--- src/design/cls_params.svh ---
// Register offsets, field positions, reset values for the live status bank.
// Included by the bank module only; definitions only.
`ifndef CLS_PARAMS_SVH
`define CLS_PARAMS_SVH

`define CLS_OFS_INPUT 8'h15
`define CLS_OFS_MONITOR 8'h16
`define CLS_OFS_REGCONV 8'h17
`define CLS_OFS_FLAG_INPUT 8'h1A
`define CLS_OFS_FLAG_MONITOR 8'h1B
`define CLS_OFS_FLAG_REGCONV 8'h1C
`define CLS_OFS_IRQ_MASK_INPUT 8'h20
`define CLS_OFS_IRQ_MASK_MONITOR 8'h21
`define CLS_OFS_IRQ_MASK_REGCONV 8'h22
`define CLS_OFS_ADC_MODE 8'h23
`define CLS_STATUS_RESET 8'h00
`define CLS_MASK_RESET 8'hFF
`define CLS_REGCONV_LIVE 8'hD0
`define CLS_BIT_ADC_DONE 7
`define CLS_BIT_REGN_GOOD 7
`define CLS_BIT_CONV_RUN 6
`define CLS_BIT_ERR_HI 4

`endif

--- src/design/cls_pkg.sv ---
// Types shared by the live status bank.
// Assumes cls_params.svh is on the include path.
package cls_pkg;

    // Condition inputs of the input status register, msb first
    typedef struct packed {
        logic input_one_overvoltage;
        logic input_two_overvoltage;
        logic output_present;
        logic input_one_present;
        logic input_two_present;
        logic bus_present;
        logic fet_pair_one_fitted;
        logic fet_pair_two_fitted;
    } cls_input_s;

    // Condition inputs of the monitor status register, msb first
    typedef struct packed {
        logic conversion_done;
        logic soft_start_timeout;
        logic temp_sense_near_limit;
        logic connector_temp_fault;
        logic battery_temp_fault;
        logic die_overtemp_fault;
        logic die_temp_alarm;
        logic watchdog_expired;
    } cls_monitor_s;

    // Regulator and converter conditions
    typedef struct packed {
        logic internal_regulator_good;
        logic converter_running;
        logic bus_error_high;
    } cls_regconv_s;

    // Register bus request
    typedef struct packed {
        logic [7:0] addr;
        logic [7:0] wdata;
        logic wr;
        logic rd;
    } cls_bus_req_s;

    typedef logic [7:0] cls_byte_t;

endpackage : cls_pkg

--- src/design/cls_status_bank.sv ---
// Live status bank: three read-only status registers, change flags,
// interrupt masks and one level interrupt.
// Assumes condition inputs come from analogue detectors outside the clock
// domain, and a one-cycle-latency register port master.
//
// Function
// - Input status bit 7 is high while input one is overvoltage.
// - Input status bit 6 is high while input two is overvoltage.
// - Bits 5..2 report output, input one, input two, bus presence.
// - Bits 1 and 0 report FET pairs one and two fitted.
// - Monitor bit 7 set once single-shot conversion completes.
// - Conversion-complete bit reads 0 in continuous mode.
// - Monitor bit 6 high during soft-start timeout.
// - Monitor bit 5 high when temperature sense is near fault limit.
// - Bits 4 and 3 report connector and battery temperature faults.
// - Bits 2 and 1 report die over-temperature fault and alarm.
// - Monitor bit 0 high when the watchdog has expired.
// - Offset 17h bit 7 regulator good, bit 6 converter running.
// - Offset 17h bit 4 bus error high; other bits read 0.
// - Status registers read-only, zero after reset, writes ignored.
// - Each status bit change latches a change flag.
//
// Our own choice: the plain strobed port.
`timescale 1ns/10ps
`default_nettype none
`include "cls_params.svh"

module cls_status_bank
    import cls_pkg::*;
(
    // Clock and reset
    input wire logic ref_clk,
    input wire logic srst,
    // Condition inputs from the analogue side
    input wire cls_input_s input_cond,
    input wire cls_monitor_s monitor_cond,
    input wire cls_regconv_s regconv_cond,
    // Register port
    input wire cls_bus_req_s bus_req,
    output logic [7:0] rdata,
    // Interrupt
    output logic irq
);

    ////////////////////////////////////////////////////////////////////////
    // Three-stage input synchronisers

    localparam int NCOND = 19;
    logic [NCOND-1:0] raw;
    logic [NCOND-1:0] sync1_r;
    logic [NCOND-1:0] sync2_r;
    logic [NCOND-1:0] sync3_r;
    logic [NCOND-1:0] live_r;

    assign raw = {input_cond, monitor_cond, regconv_cond};

    always_ff @(posedge ref_clk) begin
        if (srst) begin
            sync1_r <= '0;
            sync2_r <= '0;
            sync3_r <= '0;
        end else begin
            sync1_r <= raw;
            sync2_r <= sync1_r;
            sync3_r <= sync2_r;
        end
    end

    // A change counts once stages two and three agree
    always_ff @(posedge ref_clk) begin
        if (srst) begin
            live_r <= '0;
        end else begin
            for (int i = 0; i < NCOND; i++) begin
                if (sync2_r[i] == sync3_r[i]) begin
                    live_r[i] <= sync3_r[i];
                end
            end
        end
    end

    ////////////////////////////////////////////////////////////////////////
    // Live status assembly

    logic continuous_mode_r;
    cls_byte_t input_stat;
    cls_byte_t monitor_stat;
    cls_byte_t regconv_stat;
    cls_byte_t input_stat_r;
    cls_byte_t monitor_stat_r;
    cls_byte_t regconv_stat_r;

    assign input_stat = live_r[18:11];

    always_comb begin
        monitor_stat = live_r[10:3];
        if (continuous_mode_r) begin
            monitor_stat[`CLS_BIT_ADC_DONE] = 1'b0;
        end
    end

    always_comb begin
        regconv_stat = 8'h00;
        regconv_stat[`CLS_BIT_REGN_GOOD] = live_r[2];
        regconv_stat[`CLS_BIT_CONV_RUN] = live_r[1];
        regconv_stat[`CLS_BIT_ERR_HI] = live_r[0];
    end

    // Status registers follow conditions every cycle, never written by host
    always_ff @(posedge ref_clk) begin
        if (srst) begin
            input_stat_r <= `CLS_STATUS_RESET;
            monitor_stat_r <= `CLS_STATUS_RESET;
            regconv_stat_r <= `CLS_STATUS_RESET;
        end else begin
            input_stat_r <= input_stat;
            monitor_stat_r <= monitor_stat;
            regconv_stat_r <= regconv_stat;
        end
    end

    ////////////////////////////////////////////////////////////////////////
    // Write decode

    function automatic logic hit(input cls_bus_req_s req, input logic [7:0] ofs);
        hit = req.wr && (req.addr == ofs);
    endfunction : hit

    function automatic cls_byte_t w1c(input cls_byte_t cur, input cls_byte_t set,
                                      input logic clr, input cls_byte_t data);
        w1c = (cur & ~(clr ? data : 8'h00)) | set;
    endfunction : w1c

    cls_byte_t mask_in_r;
    cls_byte_t mask_mon_r;
    cls_byte_t mask_rc_r;

    always_ff @(posedge ref_clk) begin
        if (srst) begin
            continuous_mode_r <= 1'b0;
        end else if (hit(bus_req, `CLS_OFS_ADC_MODE)) begin
            continuous_mode_r <= bus_req.wdata[0];
        end
    end

    always_ff @(posedge ref_clk) begin
        if (srst) begin
            mask_in_r <= `CLS_MASK_RESET;
            mask_mon_r <= `CLS_MASK_RESET;
            mask_rc_r <= `CLS_MASK_RESET;
        end else begin
            if (hit(bus_req, `CLS_OFS_IRQ_MASK_INPUT)) begin
                mask_in_r <= bus_req.wdata;
            end
            if (hit(bus_req, `CLS_OFS_IRQ_MASK_MONITOR)) begin
                mask_mon_r <= bus_req.wdata;
            end
            if (hit(bus_req, `CLS_OFS_IRQ_MASK_REGCONV)) begin
                mask_rc_r <= bus_req.wdata & `CLS_REGCONV_LIVE;
            end
        end
    end

    ////////////////////////////////////////////////////////////////////////
    // Change flags, sticky, write one to clear, set wins

    cls_byte_t flag_in_r;
    cls_byte_t flag_mon_r;
    cls_byte_t flag_rc_r;
    cls_byte_t chg_in;
    cls_byte_t chg_mon;
    cls_byte_t chg_rc;

    assign chg_in = input_stat ^ input_stat_r;
    assign chg_mon = monitor_stat ^ monitor_stat_r;
    assign chg_rc = regconv_stat ^ regconv_stat_r;

    always_ff @(posedge ref_clk) begin
        if (srst) begin
            flag_in_r <= `CLS_STATUS_RESET;
            flag_mon_r <= `CLS_STATUS_RESET;
            flag_rc_r <= `CLS_STATUS_RESET;
        end else begin
            flag_in_r <= w1c(flag_in_r, chg_in,
                             hit(bus_req, `CLS_OFS_FLAG_INPUT),
                             bus_req.wdata);
            flag_mon_r <= w1c(flag_mon_r, chg_mon,
                              hit(bus_req, `CLS_OFS_FLAG_MONITOR),
                              bus_req.wdata);
            flag_rc_r <= w1c(flag_rc_r, chg_rc,
                             hit(bus_req, `CLS_OFS_FLAG_REGCONV),
                             bus_req.wdata);
        end
    end

    always_ff @(posedge ref_clk) begin
        if (srst) begin
            irq <= 1'b0;
        end else begin
            irq <= |((flag_in_r & ~mask_in_r) | (flag_mon_r & ~mask_mon_r)
                     | (flag_rc_r & ~mask_rc_r));
        end
    end

    ////////////////////////////////////////////////////////////////////////
    // Read port, data one cycle after the strobe, no side effects

    cls_byte_t rd_mux;

    always_comb begin
        unique case (bus_req.addr)
            `CLS_OFS_INPUT: rd_mux = input_stat_r;
            `CLS_OFS_MONITOR: rd_mux = monitor_stat_r;
            `CLS_OFS_REGCONV: rd_mux = regconv_stat_r;
            `CLS_OFS_FLAG_INPUT: rd_mux = flag_in_r;
            `CLS_OFS_FLAG_MONITOR: rd_mux = flag_mon_r;
            `CLS_OFS_FLAG_REGCONV: rd_mux = flag_rc_r;
            `CLS_OFS_IRQ_MASK_INPUT: rd_mux = mask_in_r;
            `CLS_OFS_IRQ_MASK_MONITOR: rd_mux = mask_mon_r;
            `CLS_OFS_IRQ_MASK_REGCONV: rd_mux = mask_rc_r;
            `CLS_OFS_ADC_MODE: rd_mux = {7'h00, continuous_mode_r};
            default: rd_mux = 8'h00;
        endcase
    end

    always_ff @(posedge ref_clk) begin
        if (srst) begin
            rdata <= 8'h00;
        end else if (bus_req.rd) begin
            rdata <= rd_mux;
        end else begin
            rdata <= 8'h00;
        end
    end
endmodule : cls_status_bank

`default_nettype wire

--- config.mk ---
export PLATFORM = sky130hd
export DESIGN_NAME = cls_status_bank
export DESIGN_NICKNAME = d
export VERILOG_FILES = /design/src/design/cls_pkg.sv /design/src/design/cls_status_bank.sv
export VERILOG_INCLUDE_DIRS = /design/src /design/src/design
export SDC_FILE = /design/constraint.sdc
export NUM_CORES = 1
export LEC_CHECK = 0
export ABC_AREA = 1
export BUFFER_PORTS_ARGS = -buffer_cell sky130_fd_sc_hd__buf_2
export CAP_MARGIN = 0
export CORE_MARGIN = 4
export CORE_UTILIZATION = 65
export CTS_BUF_LIST = sky130_fd_sc_hd__clkbuf_2
export DETAILED_ROUTE_END_ITERATION = 8
export PLACE_DENSITY = 0.86
export SKIP_LAST_GASP = 1
export SYNTH_ARGS = -nofsm -noshare
export SYNTH_HDL_FRONTEND = slang
export SYNTH_SLANG_ARGS = --single-unit
--- constraint.sdc ---
create_clock -name ref_clk -period 2.6 [get_ports ref_clk]
set_input_delay 0.39 -clock ref_clk [delete_from_list [all_inputs] [get_ports ref_clk]]
set_output_delay 0.39 -clock ref_clk [all_outputs]
set_load 0.005 [all_outputs]
==> metrics <==
pwr dens=roughly 610 nW/um^2; xor/xnor share of the synthesized area=2.95%; unrepaired setup endpoints after global routing=no; Util after Layout=between 70% and 80%; setup_tns=0 ns; CP startpoint kind=flip-flop; Critical Path RT=2.21 ns; die height=between 100 and 150 um; combinational power share=6.0%; Die X=101 um; drt first pass iters=6; Cell Area, Synth=5630 um^2; Non-Filler Cell Area, Final=between 6000 and 7000 um^2; Detail Placement HPWL=9.84 mm; Hold Vio Cnt, Final=0; routed wire length=17.2 mm; Finish-stage setup viols=0; post-route ant nets=0; Min Hold Slack=0.0293 ns; placed insts=859; number of cells produced by synthesis=724; CP max stage delay=0.36 ns; top post-synthesis cells by area=dfxtp_1, nor2_1, inv_1; share of cells above drive strength 1=13.0%; Crit Path Class=flip-flop to output port; Hold Path Class=input pin to flip-flop; Initial Utilization=approximately two thirds; period utilisation layout=between 60 and 70%; CP max FO=1; Slew headroom=60.7%; residual DRC count=0; fillers=563; VDD IR max=0.628 mV; r2r setup slk=1.46 ns; Vias/cell=5.75; CTS Sinks=149; status=finished clean; core area=between 8000 and 9000 um^2; initial antenna violation count=0; most frequent cells in the layout=dfxtp_1, nor2_1, inv_1, nand2_1, nand3_1; # diodes=0; Reg clk slew, reported paths=0.26 ns; CTS H-tree lvls=4; DIE AREA=about 10000 um^2; internal power=2740 uW; Net Sw Power=1200 uW; Simple-Gate Fraction of Synth Area=between 20% and 30%; detailed-route via count=around 5300; GR Util All Layers=35.3%; P_leak=0.00279 uW; Slew Limit Fails=0; cts bufs inserted=17; Finished Layout Cells=between 900 and 1000; Yosys Warn Count=0; Compound-Gate Fraction of Synth Area=under 10%; vias in the first global route=about 5400; Synth Register Bits=149; grt total ovfl=0; sequential power share=59.8%; DP Area=5940 um^2; cell taking the most area after synthesis=dfxtp_1; clk_skew=around 0.068 ns; post-synth top area share=53.0%; library cells used by synthesis=25; initial DRC count=about 700; maximum root-to-sink buffer count=2; post-synthesis mux area share=0%; commonest non-fill, non-tap cell in the layout=dfxtp_1; first-pass GRT wire length=27.4 mm; largest net degree at the start of global routing=73; max_cap viols=0; top-level I/O count=48; min cycle time layout=1.58 ns; GPL Wtd Cong=0.955; Worst-Margin Slew=0.589 ns; I/O Buffers=47; syn avg cell area=7.78 um^2; wire per inst=about 19 um; Cell Rows=33; Critical Path, Cell by Cell=buf_2; family with the most delay on the worst path=flip-flops; slowest CP cell=dfxtp_1; Clock Power Share=34.2%; largest family of logic cells by synthesized area=simple AND/OR/NAND/NOR gates; Worst-Skew Late Latency=0.75 ns; postcts setup bufs=0; # resized after CTS=0; Worst Setup End Kind=output port; nets@finish=840; P&R area growth vs syn=14.7%; post-synthesis adder-cell area fraction=0%; Seq/Total Area, Yosys=a little over half; WP data arrival=1.19 ns; Syn Nets=763; clock root buffer=clkbuf_2; sum of buffers and inverters on the critical path=1; Fmax=633 MHz; Switching Fraction=30.5%; hold buffers post-CTS=27; CTS tree=built
==> power by group through the flow <==
stage | combinational, uW | clock [uW] | sequential [uW]
after floorplan | 115 | 0 | 2380
after global placement | 176 | 0 | 2390
after detailed placement | 185 | 0 | 2390
after CTS | 221 | 1310 | 2350
after global routing | 257 | 1440 | 2360
final | 237 | 1350 | 2360
==> layout make-up <==
type	count	area, um^2	share of cell area, %
clock buffer	17	85.1	1.32
inverter	123	462	7.15
multi-input combinational	429	2060	32.0
timing repair buffer	81	576	8.91
tap	105	131	2.03
sequential	149	2980	46.2
clock inverter	15	158	2.44
==> cell usage after synthesis, drive strengths merged <==
cell and instances:
clkinv 1, o21ai 18, nor2 152, a21oi 53, clkbuf 6, xor2 1
o22ai 5, nand3 69, nand4 18, xnor2 18, a211oi 3, dfxtp 149
o211ai 8, nand2 84, buf 17, inv 122
==> per-stage QoR <==
stage                     total power [uW]  setup WS [ns]
after CTS                             3880          0.996
after global placement                2560          0.815
after floorplan                       2500           1.29
after detailed placement              2580          0.714
after global routing                  4050          0.947
final                                 3940           1.02
==> state kept, by name, indices dropped and copies added, names as in the netlist, 19 cells and up <==
name	cells
sync3_r	19
sync2_r	19
live_r	19
sync1_r	19
==> metal layers <==
| metal | vias up | track usage, % | part of all wire (%) | wire [um] |
|---|---|---|---|---|
| li1 | 2425 | - | - | - |
| met1 | 2382 | 41.1 | 38 | 6470 |
| met4 | 0 | 19.8 | 6.0 | 1030 |
| met5 | - | 0 | 0 | 0 |
| met3 | 99 | 9.76 | 8.7 | 1500 |
| met2 | 378 | 58.1 | 48 | 8230 |
==> cells by family (layout without fill, tap and decap cells) <==
family	count (synthesis)	count (layout)
AOI/OAI and AO/OA	87	87
xor gates and xnor gates	19	19
buffers and inverters	146	236
DFF	149	149
and+or+nand+nor	323	323
==> final timing paths <==
check,startpoint,to,cells past startpoint
hold / removal,bus_req[1],mask_in_r[3],3
setup reg to reg,flag_rc_r[2],irq,6
hold reg to reg,sync1_r[0],sync2_r[0],2
setup / recovery,irq,irq,1
Note: power is estimated with default switching activity, not from simulation.
